==> src/usbl_defs.svh <==
// constants for the endpoint-zero and bulk loopback block
`ifndef USBL_DEFS_SVH
`define USBL_DEFS_SVH
// --------------------------------------------------------------
// master port command byte
// --------------------------------------------------------------
`define USBL_CMD_FLAG 7
`define USBL_CMD_RD 6
`define USBL_REG_STALL 6'h32
`define USBL_REG_COMMIT 6'h31
`define USBL_REG_OUTEMPTY 6'h30
`define USBL_EP6_NUM 8'h06
`define USBL_EP8_NUM 8'h08
// --------------------------------------------------------------
// port address codes and channel indices
// --------------------------------------------------------------
`define USBL_FA_CMD 3'h4
`define USBL_FA_EP0 3'h5
`define USBL_CH_EP2 3'h0
`define USBL_CH_EP4 3'h1
`define USBL_CH_EP6 3'h2
`define USBL_CH_EP8 3'h3
`define USBL_CH_EP0 3'h4
`define USBL_CHANS 5
// --------------------------------------------------------------
// buffers and events
// --------------------------------------------------------------
`define USBL_AW 4
`define USBL_CW 5
`define USBL_DEPTH 5'h10
`define USBL_IN_PKT 5'h10
`define USBL_EV_SETUP 0
`define USBL_EV_BUF 1
`define USBL_EV_FLAGS 2
// --------------------------------------------------------------
// setup packet fields
// --------------------------------------------------------------
`define USBL_REQ_CLEAR_FEATURE 8'h01
`define USBL_REQ_SET_FEATURE 8'h03
`define USBL_TYPE_STANDARD 2'h0
`define USBL_DIR_BIT 7
`endif

==> src/usbl_pkg.sv <==
// types for the endpoint-zero and bulk loopback block
package usbl_pkg;
    typedef struct packed {
        logic rdN;
        logic wrN;
        logic [2:0] addr;
        logic [7:0] data;
    } usbl_pins_type;
    typedef struct packed {
        logic [7:0] reqType;
        logic [7:0] request;
        logic [15:0] length;
    } usbl_setup_type;
    typedef enum logic [0:0] {CP_IDLE, CP_DATA} usbl_cmd_state_type;
    typedef enum logic [1:0] {CT_IDLE, CT_IN_WAIT, CT_OUT_WAIT} usbl_ctl_state_type;
endpackage

==> src/usbl_byte_mem.sv <==
// byte memory of one endpoint buffer with registered read
`timescale 1ns/1ps
`include "usbl_defs.svh"
module usbl_byte_mem import usbl_pkg::*; (
    input wire logic clock,
    input wire logic ce,
    input wire logic wrEn,
    input wire logic [`USBL_AW-1:0] wrAddr,
    input wire logic [7:0] wrData,
    input wire logic [`USBL_AW-1:0] rdAddr,
    output logic [7:0] rdData
);
    logic [7:0] store [`USBL_DEPTH];

    always_ff @(posedge clock)
    begin
        if (ce)
        begin
            if (wrEn)
                store[wrAddr] <= wrData;
            rdData <= store[rdAddr];
        end
    end
endmodule // usbl_byte_mem

==> src/usbl_core.sv <==
// endpoint-zero request handling and bulk endpoint buffers with master byte port
// Function
// standard requests are answered inside, except endpoint Set/Clear Feature; the code forwards Set/Clear Feature of any recipient
// Set or Clear Feature raises the setup event toward the master
// master sets or clears the addressed endpoint stall on those requests
// master stalls a control request by writing non-zero to register 0x32
// master acknowledges vendor requests 0xAA and 0xAB
// master stalls every control request it does not recognise
// a forwarded setup with non-zero length raises the buffer event
// for IN transfers the buffer event waits until the EP0 buffer is free
// for OUT transfers the buffer event follows a received EP0 packet
// data arriving in EP2 or EP4 raises the flag event
// EP2 and EP4 empty state is readable in a status register
// master loops EP2 into EP6 and EP4 into EP8
// master moves loop data byte by byte until the source is empty
// master writes the commit register on vendor requests 0xB6 or 0xB8
// commit write hands held EP6 or EP8 data to USB as short packet
// register read: command byte, interrupt goes low, then data is read
// master clears its buffer-ready indication before the next buffer event
`timescale 1ns/1ps
`include "usbl_defs.svh"
module usbl_core import usbl_pkg::*; (
    input wire logic clock,
    input wire logic rst,
    input wire logic ce,
    input wire usbl_pins_type masterPins,
    output logic [7:0] masterDataOut,
    output logic masterDataOe,
    output logic readyPin,
    output logic masterIntN,
    input wire logic setupValid,
    input wire usbl_setup_type setupPkt,
    input wire logic usbOutValid,
    input wire logic [1:0] usbOutEp,
    input wire logic [7:0] usbOutData,
    input wire logic usbOutLast,
    output logic [2:0] usbOutReady,
    input wire logic usbInPop,
    input wire logic [1:0] usbInEp,
    output logic [7:0] usbInData,
    output logic [2:0] usbInAvail,
    output logic stdAnswer,
    output logic ctrlStall
);
    // --------------------------------------------------------------
    // pin synchronisers and strobe edges
    // --------------------------------------------------------------
    usbl_pins_type pinMeta, pinSync, pinPrev;
    always_ff @(posedge clock)
    begin
        if (rst)
        begin
            pinMeta <= '{rdN: 1'b1, wrN: 1'b1, addr: 3'h0, data: 8'h00};
            pinSync <= '{rdN: 1'b1, wrN: 1'b1, addr: 3'h0, data: 8'h00};
            pinPrev <= '{rdN: 1'b1, wrN: 1'b1, addr: 3'h0, data: 8'h00};
        end
        else if (ce)
        begin
            pinMeta <= masterPins;
            pinSync <= pinMeta;
            pinPrev <= pinSync;
        end
    end
    wire rdFall = pinPrev.rdN & ~pinSync.rdN;
    wire rdRise = ~pinPrev.rdN & pinSync.rdN;
    wire wrRise = ~pinPrev.wrN & pinSync.wrN;
    wire isCmdAddr = pinSync.addr == `USBL_FA_CMD;
    wire isFifoAddr = (pinSync.addr < `USBL_FA_CMD) | (pinSync.addr == `USBL_FA_EP0);
    wire [2:0] mstCh = (pinSync.addr == `USBL_FA_EP0) ? `USBL_CH_EP0 : pinSync.addr;
    wire [7:0] mstByte = pinSync.data;

    // --------------------------------------------------------------
    // endpoint buffers
    // --------------------------------------------------------------
    wire [2:0] usbOutCh = (usbOutEp == 2'h2) ? `USBL_CH_EP0 : {1'b0, usbOutEp};
    wire [2:0] usbInCh = (usbInEp == 2'h2) ? `USBL_CH_EP0 : `USBL_CH_EP6 + {2'h0, usbInEp[0]};
    wire mstPush = wrRise & isFifoAddr;
    wire mstPop = rdRise & isFifoAddr;
    logic [`USBL_CW-1:0] cnt [`USBL_CHANS];
    logic [7:0] head [`USBL_CHANS];
    logic [`USBL_CHANS-1:0] pushOk, popOk, usbPushCh;
    for (genvar i = 0; i < `USBL_CHANS; i++)
    begin : g_ch
        logic [`USBL_AW-1:0] wrPtr, rdPtr;
        logic [`USBL_CW-1:0] count;
        wire usbHere = usbOutValid & (usbOutCh == 3'(i));
        wire push = usbHere | (mstPush & (mstCh == 3'(i)));
        wire pop = (usbInPop & (usbInCh == 3'(i))) | (mstPop & (mstCh == 3'(i)));
        assign usbPushCh[i] = usbHere & (count != `USBL_DEPTH);
        assign pushOk[i] = push & (count != `USBL_DEPTH);
        assign popOk[i] = pop & (count != `USBL_CW'(0));
        assign cnt[i] = count;
        always_ff @(posedge clock)
        begin
            if (rst)
            begin
                wrPtr <= '0;
                rdPtr <= '0;
                count <= '0;
            end
            else if (ce)
            begin
                wrPtr <= wrPtr + `USBL_AW'(pushOk[i]);
                rdPtr <= rdPtr + `USBL_AW'(popOk[i]);
                count <= count + `USBL_CW'(pushOk[i]) - `USBL_CW'(popOk[i]);
            end
        end
        // usb side wins when both parties write the EP0 buffer in one cycle
        usbl_byte_mem u_mem (
            .clock(clock),
            .ce(ce),
            .wrEn(pushOk[i]),
            .wrAddr(wrPtr),
            .wrData(usbHere ? usbOutData : mstByte),
            .rdAddr(rdPtr),
            .rdData(head[i])
        );
    end

    // --------------------------------------------------------------
    // command port decode
    // --------------------------------------------------------------
    usbl_cmd_state_type cpState;
    logic [5:0] regAddr;
    logic readPend, readPendShown;
    logic [7:0] readValue;
    logic [2:0] events, shownEv;
    logic [1:0] committed;
    wire cmdWr = wrRise & isCmdAddr;
    wire isCommand = mstByte[`USBL_CMD_FLAG];
    wire cmdRead = cmdWr & isCommand & mstByte[`USBL_CMD_RD];
    wire cmdWrReg = cmdWr & isCommand & ~mstByte[`USBL_CMD_RD];
    wire dataWr = cmdWr & ~isCommand & (cpState == CP_DATA);
    wire regStall = dataWr & (regAddr == `USBL_REG_STALL) & (mstByte != 8'h00);
    wire regCommit = dataWr & (regAddr == `USBL_REG_COMMIT);
    wire commit6 = regCommit & (mstByte == `USBL_EP6_NUM);
    wire commit8 = regCommit & (mstByte == `USBL_EP8_NUM);
    wire [7:0] outEmpty = {6'h00, cnt[`USBL_CH_EP4] == '0, cnt[`USBL_CH_EP2] == '0};
    wire [7:0] readMux = (mstByte[5:0] == `USBL_REG_OUTEMPTY) ? outEmpty : 8'h00;
    wire readDone = rdRise & isCmdAddr & readPendShown;
    wire [2:0] evClr = (rdRise & isCmdAddr & ~readPendShown) ? shownEv : 3'h0;

    // --------------------------------------------------------------
    // setup routing and control transfer tracking
    // --------------------------------------------------------------
    usbl_ctl_state_type ctState, next_ctState;
    wire isStandard = setupPkt.reqType[6:5] == `USBL_TYPE_STANDARD;
    wire isFeature = (setupPkt.request == `USBL_REQ_SET_FEATURE)
                   | (setupPkt.request == `USBL_REQ_CLEAR_FEATURE);
    wire toMaster = ~isStandard | isFeature;
    wire setupFwd = setupValid & toMaster;
    wire hasData = setupPkt.length != 16'h0000;
    wire ep0Free = cnt[`USBL_CH_EP0] == '0;
    wire ep0Packet = usbPushCh[`USBL_CH_EP0] & usbOutLast;
    wire bufSet = ((ctState == CT_IN_WAIT) & ep0Free)
                | ((ctState == CT_OUT_WAIT) & ep0Packet);
    wire flagsSet = usbPushCh[`USBL_CH_EP2] | usbPushCh[`USBL_CH_EP4];
    wire [2:0] evSet = {flagsSet, bufSet, setupFwd};
    wire [2:0] next_events = (events & ~evClr) | evSet; // set wins over clear
    always_comb
    begin
        next_ctState = ctState;
        case (ctState)
            CT_IDLE:
                if (setupFwd & hasData)
                    next_ctState = setupPkt.reqType[`USBL_DIR_BIT] ? CT_IN_WAIT : CT_OUT_WAIT;
            CT_IN_WAIT:
                if (ep0Free)
                    next_ctState = CT_IDLE;
            CT_OUT_WAIT:
                if (ep0Packet)
                    next_ctState = CT_IDLE;
            default:
                next_ctState = CT_IDLE;
        endcase
        if (setupValid & ~(setupFwd & hasData))
            next_ctState = CT_IDLE;
    end

    // --------------------------------------------------------------
    // state registers
    // --------------------------------------------------------------
    always_ff @(posedge clock)
    begin
        if (rst)
        begin
            cpState <= CP_IDLE;
            regAddr <= 6'h00;
            readPend <= 1'b0;
            readPendShown <= 1'b0;
            readValue <= 8'h00;
            events <= 3'h0;
            shownEv <= 3'h0;
            ctState <= CT_IDLE;
            committed <= 2'h0;
            ctrlStall <= 1'b0;
            stdAnswer <= 1'b0;
        end
        else if (ce)
        begin
            if (cmdWrReg)
                cpState <= CP_DATA;
            else if (dataWr | cmdRead)
                cpState <= CP_IDLE;
            if (cmdWrReg | cmdRead)
                regAddr <= mstByte[5:0];
            if (cmdRead)
                readValue <= readMux;
            readPend <= cmdRead | (readPend & ~readDone);
            if (rdFall)
            begin
                readPendShown <= readPend;
                shownEv <= events;
            end
            events <= next_events;
            ctState <= next_ctState;
            committed[0] <= commit6 | (committed[0] & (cnt[`USBL_CH_EP6] != '0));
            committed[1] <= commit8 | (committed[1] & (cnt[`USBL_CH_EP8] != '0));
            ctrlStall <= regStall | (ctrlStall & ~setupValid);
            stdAnswer <= setupValid & ~toMaster;
        end
    end

    // --------------------------------------------------------------
    // registered outputs
    // --------------------------------------------------------------
    wire [7:0] rdMux = isCmdAddr ? (readPend ? readValue : {5'h00, events}) : head[mstCh];
    always_ff @(posedge clock)
    begin
        if (rst)
        begin
            masterDataOut <= 8'h00;
            masterDataOe <= 1'b0;
            readyPin <= 1'b0;
            masterIntN <= 1'b1;
            usbOutReady <= 3'h0;
            usbInData <= 8'h00;
            usbInAvail <= 3'h0;
        end
        else if (ce)
        begin
            if (rdFall)
                masterDataOut <= rdMux;
            masterDataOe <= rdFall | (masterDataOe & ~rdRise);
            readyPin <= ~readPend;
            masterIntN <= ~((|events) | readPend);
            usbOutReady <= {cnt[`USBL_CH_EP0] < `USBL_DEPTH, cnt[`USBL_CH_EP4] < `USBL_DEPTH,
                            cnt[`USBL_CH_EP2] < `USBL_DEPTH};
            usbInData <= head[usbInCh];
            usbInAvail[0] <= committed[0] | (cnt[`USBL_CH_EP6] >= `USBL_IN_PKT);
            usbInAvail[1] <= committed[1] | (cnt[`USBL_CH_EP8] >= `USBL_IN_PKT);
            usbInAvail[2] <= ~ep0Free;
        end
    end

    // --------------------------------------------------------------
    // assertions
    // --------------------------------------------------------------
    property p_std_answer;
        @(posedge clock) disable iff (rst)
            ce & setupValid & ~toMaster |=> stdAnswer & ~$rose(events[`USBL_EV_SETUP]);
    endproperty
    a_std_answer: assert property (p_std_answer) else $error("standard request not answered");
    property p_setup_event;
        @(posedge clock) disable iff (rst) ce & setupFwd |=> events[`USBL_EV_SETUP];
    endproperty
    a_setup_event: assert property (p_setup_event) else $error("setup event missing");
    property p_len_zero;
        @(posedge clock) disable iff (rst) ce & setupFwd & ~hasData |=> ctState == CT_IDLE;
    endproperty
    a_len_zero: assert property (p_len_zero) else $error("zero length started data stage");
    property p_in_free;
        @(posedge clock) disable iff (rst)
            ce & (ctState == CT_IN_WAIT) & ~ep0Free & ~events[`USBL_EV_BUF]
            |=> ~events[`USBL_EV_BUF];
    endproperty
    a_in_free: assert property (p_in_free) else $error("buffer event while buffer busy");
    property p_out_pkt;
        @(posedge clock) disable iff (rst)
            ce & (ctState == CT_OUT_WAIT) & ep0Packet |=> events[`USBL_EV_BUF] & (ctState == CT_IDLE);
    endproperty
    a_out_pkt: assert property (p_out_pkt) else $error("out packet gave no buffer event");
    property p_flags;
        @(posedge clock) disable iff (rst) ce & flagsSet |=> events[`USBL_EV_FLAGS];
    endproperty
    a_flags: assert property (p_flags) else $error("flag event missing");
    property p_empty_reg;
        @(posedge clock) disable iff (rst)
            ce & cmdRead & (mstByte[5:0] == `USBL_REG_OUTEMPTY)
            |=> readValue == {6'h00, $past(cnt[`USBL_CH_EP4] == '0), $past(cnt[`USBL_CH_EP2] == '0)};
    endproperty
    a_empty_reg: assert property (p_empty_reg) else $error("empty status wrong");
    property p_commit;
        @(posedge clock) disable iff (rst) ce & commit6 |=> committed[0] ##1 ~ce | usbInAvail[0];
    endproperty
    a_commit: assert property (p_commit) else $error("commit did not release data");
    property p_read_int;
        @(posedge clock) disable iff (rst) ce & cmdRead |=> readPend ##1 ~ce | ~masterIntN;
    endproperty
    a_read_int: assert property (p_read_int) else $error("read did not pull interrupt low");
endmodule // usbl_core

==> config.mk <==
export PLATFORM = sky130hd
export DESIGN_NAME = usbl_core
export DESIGN_NICKNAME = d
export VERILOG_FILES = /design/src/usbl_pkg.sv /design/src/usbl_byte_mem.sv /design/src/usbl_core.sv
export VERILOG_INCLUDE_DIRS = /design/src
export SDC_FILE = /design/constraint.sdc
export NUM_CORES = 1
export LEC_CHECK = 0
export ABC_AREA = 1
export BUFFER_PORTS_ARGS = -buffer_cell sky130_fd_sc_hd__buf_2
export CAP_MARGIN = 20
export CELL_PAD_IN_SITES_DETAIL_PLACEMENT = 0
export CELL_PAD_IN_SITES_GLOBAL_PLACEMENT = 1
export CORE_ASPECT_RATIO = 1.25
export CORE_MARGIN = 4
export CORE_UTILIZATION = 36
export DETAILED_ROUTE_END_ITERATION = 10
export GPL_TIMING_DRIVEN = 1
export PLACE_DENSITY = 0.69
export SYNTH_ARGS = -nofsm -noshare
export SYNTH_HDL_FRONTEND = slang
export SYNTH_SLANG_ARGS = --single-unit
==> constraint.sdc <==
create_clock -name clock -period 3.37 [get_ports clock]
set_input_delay 0.337 -clock clock [delete_from_list [all_inputs] [get_ports clock]]
set_output_delay 0.337 -clock clock [all_outputs]
set_load 0.05 [all_outputs]
======== Word level (Yosys, flattened, before mapping) ========
Memory sizes are Yosys's and may differ from the RTL's. A register that Yosys moved wholly into a read port is not among the register bits.
Cells that the tools add are included.
storage, ports and cells
  bits in read-only memories .............. 0
  bits of input ports ..................... 64
  bits in latches ......................... 0
  flip-flop bits (word level) ............. 147
  memories ................................ 5
  word-level logic and storage cells ...... 282
  bits in writable memories ............... 640
memories
  name                 depth  bits a word  read ports  clocked after Yosys merged registers in  wr ports  line                 RTL
  g_ch[0].u_mem.store  16     8            1           1                                        1         usbl_byte_mem.sv:13  logic [7:0] store [`USBL_DEPTH];
  g_ch[1].u_mem.store  16     8            1           1                                        1         usbl_byte_mem.sv:13
  g_ch[2].u_mem.store  16     8            1           1                                        1         usbl_byte_mem.sv:13
  g_ch[3].u_mem.store  16     8            1           1                                        1         usbl_byte_mem.sv:13
  g_ch[4].u_mem.store  16     8            1           1                                        1         usbl_byte_mem.sv:13
operators by class
  reductions and logical operators ........ 22
  magnitude comparators ................... 8
  $add $sub $neg .......................... 21
  mux-type cells .......................... 41
  bitwise logic cells ..................... 109
  equal/unequal tests ..................... 33
  shift operators ......................... 0
  divide/modulo/power cells ............... 0
  $mul .................................... 0
operators with widths
  kind                                                             number
  8-bit two-way mux                                                11
  1-bit bitwise AND                                                64
  8-bit binary-select mux with 3-bit select                        2
  4-bit by 1-bit adder with 4-bit output                           10
  5-bit by 1-bit adder with 5-bit output                           5
  5-bit inequality test, second input constant                     5
  1-bit bitwise OR                                                 25
  5-bit nonzero test                                               5
  5-bit by 1-bit subtractor with 5-bit output                      5
  3-bit by 2-bit == test with 1-bit output, second input constant  6
  6-bit == test, second input constant                             3
  1-bit two-way mux                                                17
  16-bit nonzero test                                              1
  3-bit == test, second input constant                             5
  5-bit zero test                                                  3
  5-bit less-than comparator, second input constant                3
  1-bit inverter                                                   15
  2-bit two-way mux                                                6
  3-bit two-way mux                                                4
  5-bit greater-or-equal comparator, second input constant         2
  3-bit by 1-bit == test with 1-bit output, second input constant  3
  3-bit zero test                                                  3
  8-bit by 1-bit == test with 1-bit output, second input constant  1
  8-bit by 2-bit == test with 1-bit output, second input constant  1
  20 further kinds                                                 29

======== Longest topological paths before layout ========
Gate-level depths: netlist (run 1).
  depth in word-level cells ............... 9
  gate-level depth with buffers ........... 19
  mapped depth without buffers ............ 19

======== By module ========
A second synthesis (run 1) with hierarchy kept.
second synthesis, totals
  cell total of the unflattened synthesis .. 3863
  area, all modules ....................... 36955.4 µm²
by module, submodules not included
  module         cells each  times used  area an instance (µm²)  seq. area each (µm²)
  usbl_byte_mem  554         5           5858.1                  4083.9
  usbl_core      1093        1           7664.9                  2822.7

======== Worst setup path before layout (run 1) ========
No wires, ideal clock.
  path kind ............................... reg-to-reg
  from .................................... reg pinSync[9] (netlist bit)
  to ...................................... reg g_ch[4].count[4]
  path buffers ............................ 1
  slack ................................... 0.667 ns
  arrival time ............................ 2.583 ns
  library setup time ...................... 0.119 ns
  stages on the path, launching flop included .. 18
  data required time ...................... 3.251 ns
  path through ............................ dfxtp_1 > buf_4 > o21ai_1 > inv_1 > nor2_1 > nand2_1 > a21boi_0 > ha_1 > inv_1 > ha_1 > inv_1 > fa_1 > o21ai_0 > nand2_1 > nand3_1 > nand3_1 > o21ai_0 > a21oi_1
on the way
  longest elaborated chain between the ends .. 8
ends and longest elaborated chain
  element                                                                       line                                               RTL
  start, declared                                                               usbl_core.sv:48                                    usbl_pins_type pinMeta, pinSync, pinPrev;
  start signal, assigned                                                        usbl_core.sv:54                                    pinSync <= '{rdN: 1'b1, wrN: 1'b1, addr: 3'h0, data: 8'h00};
  start signal, assigned                                                        usbl_core.sv:60                                    pinSync <= pinMeta;
  3-bit less-than comparator (no source line) or 3-bit == test (tied branches)  --
  1-bit bitwise OR or 3-bit two-way mux (tied branches)                         usbl_core.sv:68, usbl_core.sv:69
  1-bit bitwise AND or 3-bit == test (tied branches)                            usbl_core.sv:77, usbl_core.sv:87, usbl_core.sv:88
  1-bit bitwise AND                                                             usbl_core.sv:87                                    wire push = usbHere | (mstPush & (mstCh == 3'(i)));
  1-bit bitwise OR                                                              usbl_core.sv:87
  1-bit bitwise AND                                                             usbl_core.sv:90                                    assign pushOk[i] = push & (count != `USBL_DEPTH);
  5-bit by 1-bit adder with 5-bit output                                        usbl_core.sv:105                                   count <= count + `USBL_CW'(pushOk[i]) - `USBL_CW'(popOk[i]);
  5-bit by 1-bit subtractor with 5-bit output *                                 usbl_core.sv:105
  end signal, assigned                                                          usbl_core.sv:105
  end, declared                                                                 usbl_core.sv:85                                    logic [`USBL_CW-1:0] count;
Every way passes the cells marked *; elsewhere a longest branch is shown, timed or not.
A chain may end at the register's enable or synchronous reset.

======== Final worst setup path (run 1) ========
  from .................................... reg pinSync[10] (netlist bit)
  to ...................................... reg g_ch[4].count[4]
The elaborated chain is that of the path after synthesis.

==> results.cfg, run 1 <==
[critical_path]
regToRegStartpoint = pinSync[10]
startpoint = pinSync[10]
endpoint_kind = flip-flop
r2r_slack_ns = 0.28
critPathMaxFanout = 7
worstPathRequired_ns = 3.89
crit_type = flip-flop to flip-flop
arrival_ns = 3.61
cp-start-kind = flip-flop

[grt]
grt_pass1_wl_um = 136000
grt_overflow = 0
grt-busiest-layer = met2
grtUsageMet1_pct = 22.6
grt_max_degree = 124
antenna_found_initial = 1
gr-usage-met3_pct = 2.66
use_met2_pct = 29.8
grt_usage_pct = 17.4
grt_pass1_vias = 22200

[route]
finalWirelength_um = 89500
drt_iter0_markers = 1720
wire_per_inst_um = 19.6
viasPerCell = 5.03
vias = 23000
drcViolationCount = 0
ant_nets = 0
first_pass_iters = 6

[clocking]
root_buffer = clkbuf_16
cts_tree = built
clk_latency_ns = 0.64
cts_made_buffers = 81
cts_max_level = 3
clockBufferDepth = 3
cts_setup_buffers = 0
clk_pin_slew_ns = 0.07
cts_sinks = 821

[logic_synthesis]
syn_area_mm2 = 0.0345
synth_area_leaders = edfxtp_1, dfxtp_1, o21ai_0
synth_edf_count = 680
ys_ff_latch = 821
synth.most_common_cell = edfxtp_1
yosysTopAreaCellShare_pct = 59.3
synth_cells = 3058
synth_nets = 3173
ys_types = 46
yosys.area.top_type = edfxtp_1
async_flop_share_pct = 0
ys.flop_type = edfxtp_1
avgSynthCellArea_um2 = 11.3
synth_common_cells = edfxtp_1, o21ai_0, nand2_1
seq_area_frac_synth_pct = 67.5
yosysWarnings = 0

[finish]
synthToLayoutAreaGrowth_pct = 15.2
finalInstanceArea_mm2 = 0.0397
layout-drive-gt1-share_pct = 11.8
fin_nets = 3334

[power_and_ir_drop]
internal_power_uw = 16900
peakVddDrop_mv = 0.377
clkPwrFrac_pct = 40.3
power.share.sequential_pct = 51.3
p_per_area_mw_per_mm2 = 557
combPwrFrac_pct = 8.4
p_leak_uw = 0.0143
power.total_uw = 22100
p_sw_uw = 5260
switching_share_pct = 23.8

[flow_run]
max-cap-violations = 0

[floorplan]
core_mm2 = 0.0947
die_x_um = 285
start_util_pct = 36.4
io_pins = 91
die-area_mm2 = 0.101
rows = 126
die_y_um = 354

[timing]
clock.fmax_mhz = 324
tns_ns = 0
rsz0062_at_grt = false
layout_worst_path_cycle_share_pct = 91.7
drv_slew = 0
period_minus_slack_ns = 3.09
holdWs_ns = 0.127
hold_viol = 0
setup_ws_ns = 0.280
slew_headroom_pct = 43.8
fin_skew_ns = 0.0345
worst_pin_slew_ns = 0.840
finalSetupViolCount = 0

[run_status]
status = finished clean

[hold_path]
holdCritStartpoint = ce
hp-class = input port to flip-flop

[placement]
io_buffers = 84
place_congestion = 0.834
placed_area_mm2 = 0.0369
hpwlAfterDp_um = 58700
place_ws_ns = 0.274
-- power groups by stage --
stage                     combinational [uW]  clock, uW  sequential (uW)
after global routing                    2060       9510            11400
after global placement                  1840          0            11600
after detailed placement                1840          0            11600
after CTS                               1870       9100            11300
after floorplan                         1100          0            11600
final                                   1860       8910            11300
-- area by class of cell --
cell class | instances | area (um2)
Multi-Input combinational cell | 1798 | 9510
Clock inverter | 49 | 468
Fill cell | 8942 | 55000
Clock buffer | 100 | 2120
Antenna cell | 1 | 2.50
Sequential cell | 821 | 23300
Tap cell | 1280 | 1600
Inverter | 269 | 1010
Timing Repair Buffer | 248 | 1730
-- critical path: stages (launching register included) --
cell and delay, ns:
dfxtp_1 0.46, inv_2 0.13, nor2_4 0.18, nand2_1 0.10, a21boi_0 0.36, ha_1 0.31
inv_1 0.06, ha_1 0.15, inv_1 0.06, fa_1 0.43, o21ai_0 0.22, nand2_1 0.10
nand3_1 0.08, nand3_1 0.09, o21ai_0 0.19, a21oi_1 0.06
-- sequential cells by signal, summed over array words and instances (netlist names), 2 cells and up --
name	cells
usbOutReady	3
ctState	2
g_ch.rdPtr	20
pinPrev	2
regAddr	6
g_ch.u_mem.rdData	40
shownEv	3
g_ch.wrPtr	20
committed	2
g_ch.count	25
g_ch.u_mem.store	640
mstByte	8
pinMeta	13
usbInData	8
pinSync	5
events	3
masterDataOut	8
usbInAvail	3
readValue	2
-- worst paths after layout --
kind	endpoint	cells after the start
max	g_ch[4].count[4]	15
min	pinPrev[12]	4
max reg2reg	g_ch[4].count[4]	15
min reg2reg	shownEv[0]	2
-- cells in the final DEF (no fill, tap or decap), types with 30 or more instances in the layout --
| cell | instances |
|---|---|
| edfxtp_1 | 680 |
| o221ai_1 | 30 |
| ha_1 | 46 |
| a21oi_1 | 206 |
| nor2_1 | 349 |
| dfxtp_1 | 136 |
| o22ai_1 | 34 |
| clkbuf_16 | 81 |
| buf_4 | 144 |
| o21ai_1 | 37 |
| nand3_1 | 91 |
| nand2_1 | 357 |
| inv_1 | 248 |
| buf_2 | 83 |
| o211ai_1 | 83 |
| mux2i_1 | 64 |
| o21ai_0 | 377 |
-- per-stage QoR --
step / std cells / util [%]
2_1_floorplan: 3058 / -
3_3_place_gp: 4397 / 39.0
3_5_place_dp: 4397 / 39.0
4_1_cts: 4564 / 41.9
5_1_grt: 4566 / 41.9
6_report: 4566 / 41.9
-- timing repair --
item / in CTS / in global routing
hold buffers: 18 / 0
resized for setup: 0 / 0
hold endpoints to repair: 16 / 0
setup endpoints to repair: 0 / 0
-- metal layers --
metal  vias up  wire [um]
met5         -          0
met4         0       2700
met3       135       4370
met2       515      43900
met1     11100      38500
li1      11200          -
-- kinds of logic after synthesis --
logic type	share of synthesized area [%]
AO/OA/AOI/OAI	13.4
XOR/XNOR	0.254
flip-flops	67.5
multiplexers	1.86
buffers and inverters	4.95
AND/OR/NAND/NOR	10.1
adder cells (fa/ha/maj)	1.96
No activity file was read; power rests on OpenSTA's default activity.
==> run 2: changes to the inputs <==
--- a/config.mk
+++ b/config.mk
@@ -16,7 +16,7 @@
 export CORE_UTILIZATION = 36
 export DETAILED_ROUTE_END_ITERATION = 10
 export GPL_TIMING_DRIVEN = 1
-export PLACE_DENSITY = 0.69
+export PLACE_DENSITY_LB_ADDON = 0.1
 export SYNTH_ARGS = -nofsm -noshare
 export SYNTH_HDL_FRONTEND = slang
 export SYNTH_SLANG_ARGS = --single-unit
==> constraint.sdc (replaced) <==
create_clock -name clock -period 3.37 [get_ports clock]
set_input_delay 0.337 -clock clock [delete_from_list [all_inputs] [get_ports clock]]
set_output_delay 0.337 -clock clock [all_outputs]
set_load 0.02 [all_outputs]
==> results.cfg, run 2 (synthesized netlist as in run 1, its figures left out) <==
[run_status]
status = finished clean

[clocking]
cts_sinks = 821
cts_max_level = 3
ctsResizeCount = 0
root_buffer = clkbuf_16
clk_latency_ns = 0.64
cts_setup_buffers = 0
cts_tree = built
ctsHoldBuffers = 17
clockBufferDepth = 3
cts_made_buffers = 87
clk_pin_slew_ns = 0.06

[timing]
hold_viol = 0
layout_worst_path_cycle_share_pct = 89.1
period_minus_slack_ns = 3.00
drv_slew = 0
clock.fmax_mhz = 333
slew_headroom_pct = 32.6
tns_ns = 0
finalSetupViolCount = 0
rsz0062_at_grt = false
setup_ws_ns = 0.368
fin_skew_ns = 0.0240
worst_pin_slew_ns = 1.01

[floorplan]
core_mm2 = 0.0947
io_pins = 91
rows = 126
start_util_pct = 36.4
die-area_mm2 = 0.101
die_y_um = 354
die_x_um = 285

[flow_run]
max-cap-violations = 0

[power_and_ir_drop]
p_leak_uw = 0.0143
p_per_area_mw_per_mm2 = 563
peakVddDrop_mv = 0.353
power.total_uw = 22400

[grt]
antenna_found_initial = 3
grt_max_degree = 81
grt_pass1_vias = 22800
grt_pass1_wl_um = 146000
grt_overflow = 0
grt_usage_pct = 19.1

[finish]
fillers = 8962
top_regs = g_ch.u_mem.store: 640 flops, g_ch.u_mem.rdData: 40 flops, g_ch.count: 25 flops
largest_register = g_ch.u_mem.store
multi_input_area_mm2 = 0.00956
fin_nets = 3321
layout_commonest_cell = edfxtp_1
seqCellArea_mm2 = 0.0233
largest_register_ffs = 640
layout-drive-gt1-share_pct = 11.8
final_cell_mix = edfxtp_1, o21ai_0, nand2_1
finalInstanceArea_mm2 = 0.0398
synthToLayoutAreaGrowth_pct = 15.4

[critical_path]
regToRegStartpoint = pinSync[10]
cp-start-kind = flip-flop
crit_type = flip-flop to flip-flop
critPathMaxFanout = 7
startpoint = pinSync[10]
r2r_slack_ns = 0.37
worstPathRequired_ns = 3.89
endpoint_kind = flip-flop
r2r_cells = 17
r2r-end = g_ch[4].count[4]
arrival_ns = 3.52

[hold_path]
whs_endpoint = events[0]
hp-class = input port to flip-flop
hold_depth = 3
holdCritStartpoint = setupValid

[placement]
placed_area_mm2 = 0.0369
io_buffers = 84
place_ws_ns = 0.311
place_congestion = 0.860
hpwlAfterDp_um = 66400

[route]
vias = 23200
drt_iter0_markers = 1476
finalWirelength_um = 98300
ant_nets = 0
viasPerCell = 5.08
wire_per_inst_um = 21.6
drcViolationCount = 0
first_pass_iters = 5
run 2: critical path, cell delays in order, from the launching register on:
cell and delay (ns):
dfxtp_1 0.49, inv_2 0.17, nor2_4 0.12, buf_4 0.14, nand3_1 0.08, nand2_1 0.11
nand2_1 0.11, ha_1 0.30, inv_1 0.05, ha_1 0.15, inv_1 0.06, fa_1 0.41
o21ai_0 0.18, nand2_1 0.10, nand3_1 0.08, nand3_1 0.09, o21ai_0 0.18, a21oi_1 0.06
run 2: worst max-delay path by stage:
stage / to / slack, ns / depth (start not counted)
2_1_floorplan: g_ch[4].count[4] / 0.67 / 17
3_3_place_gp: g_ch[2].count[4] / 0.35 / 18
3_5_place_dp: g_ch[2].count[4] / 0.31 / 18
4_1_cts: g_ch[4].count[4] / 0.37 / 17
5_1_grt: g_ch[4].count[4] / 0.11 / 15
6_report: g_ch[4].count[4] / 0.37 / 17
run 2: per-stage QoR:
stage | std cells | util [%] | hold slack [ns]
after floorplan | 3058 | - | 0.429
after global placement | 4380 | 38.9 | 0.447
after detailed placement | 4380 | 38.9 | 0.452
after CTS | 4556 | 42.0 | 0.0839
after global routing | 4556 | 42.0 | 0.128
final | 4558 | 42.0 | 0.138
run 2: layout make-up:
cell class / instances / share of cell area (%)
Tap cell: 1280 / 4.03
Inverter: 269 / 2.55
Antenna cell: 2 / 0.0126
Multi-Input combinational cell: 1798 / 24.0
Clock inverter: 44 / 0.799
Sequential cell: 821 / 58.5
Clock buffer: 115 / 6.02
Timing Repair Buffer: 229 / 4.10
run 2: where the power goes:
group / leakage (uW) / switching [uW] / total [uW] / internal, uW
combinational: 0.00555 / 1300 / 1850 / 553
sequential: 0.00741 / 148 / 11400 / 11200
clock: 0.00134 / 3930 / 9160 / 5230
run 2: per-layer routing:
layer  up-vias  GRT usage, %  part of all wire [%]
met4         2          5.26                   2.2
met5         -             0                 0.013
met1     11400          25.1                    43
met2       488          33.6                    50
met3       126          2.20                   4.4
li1      11200             -                     -
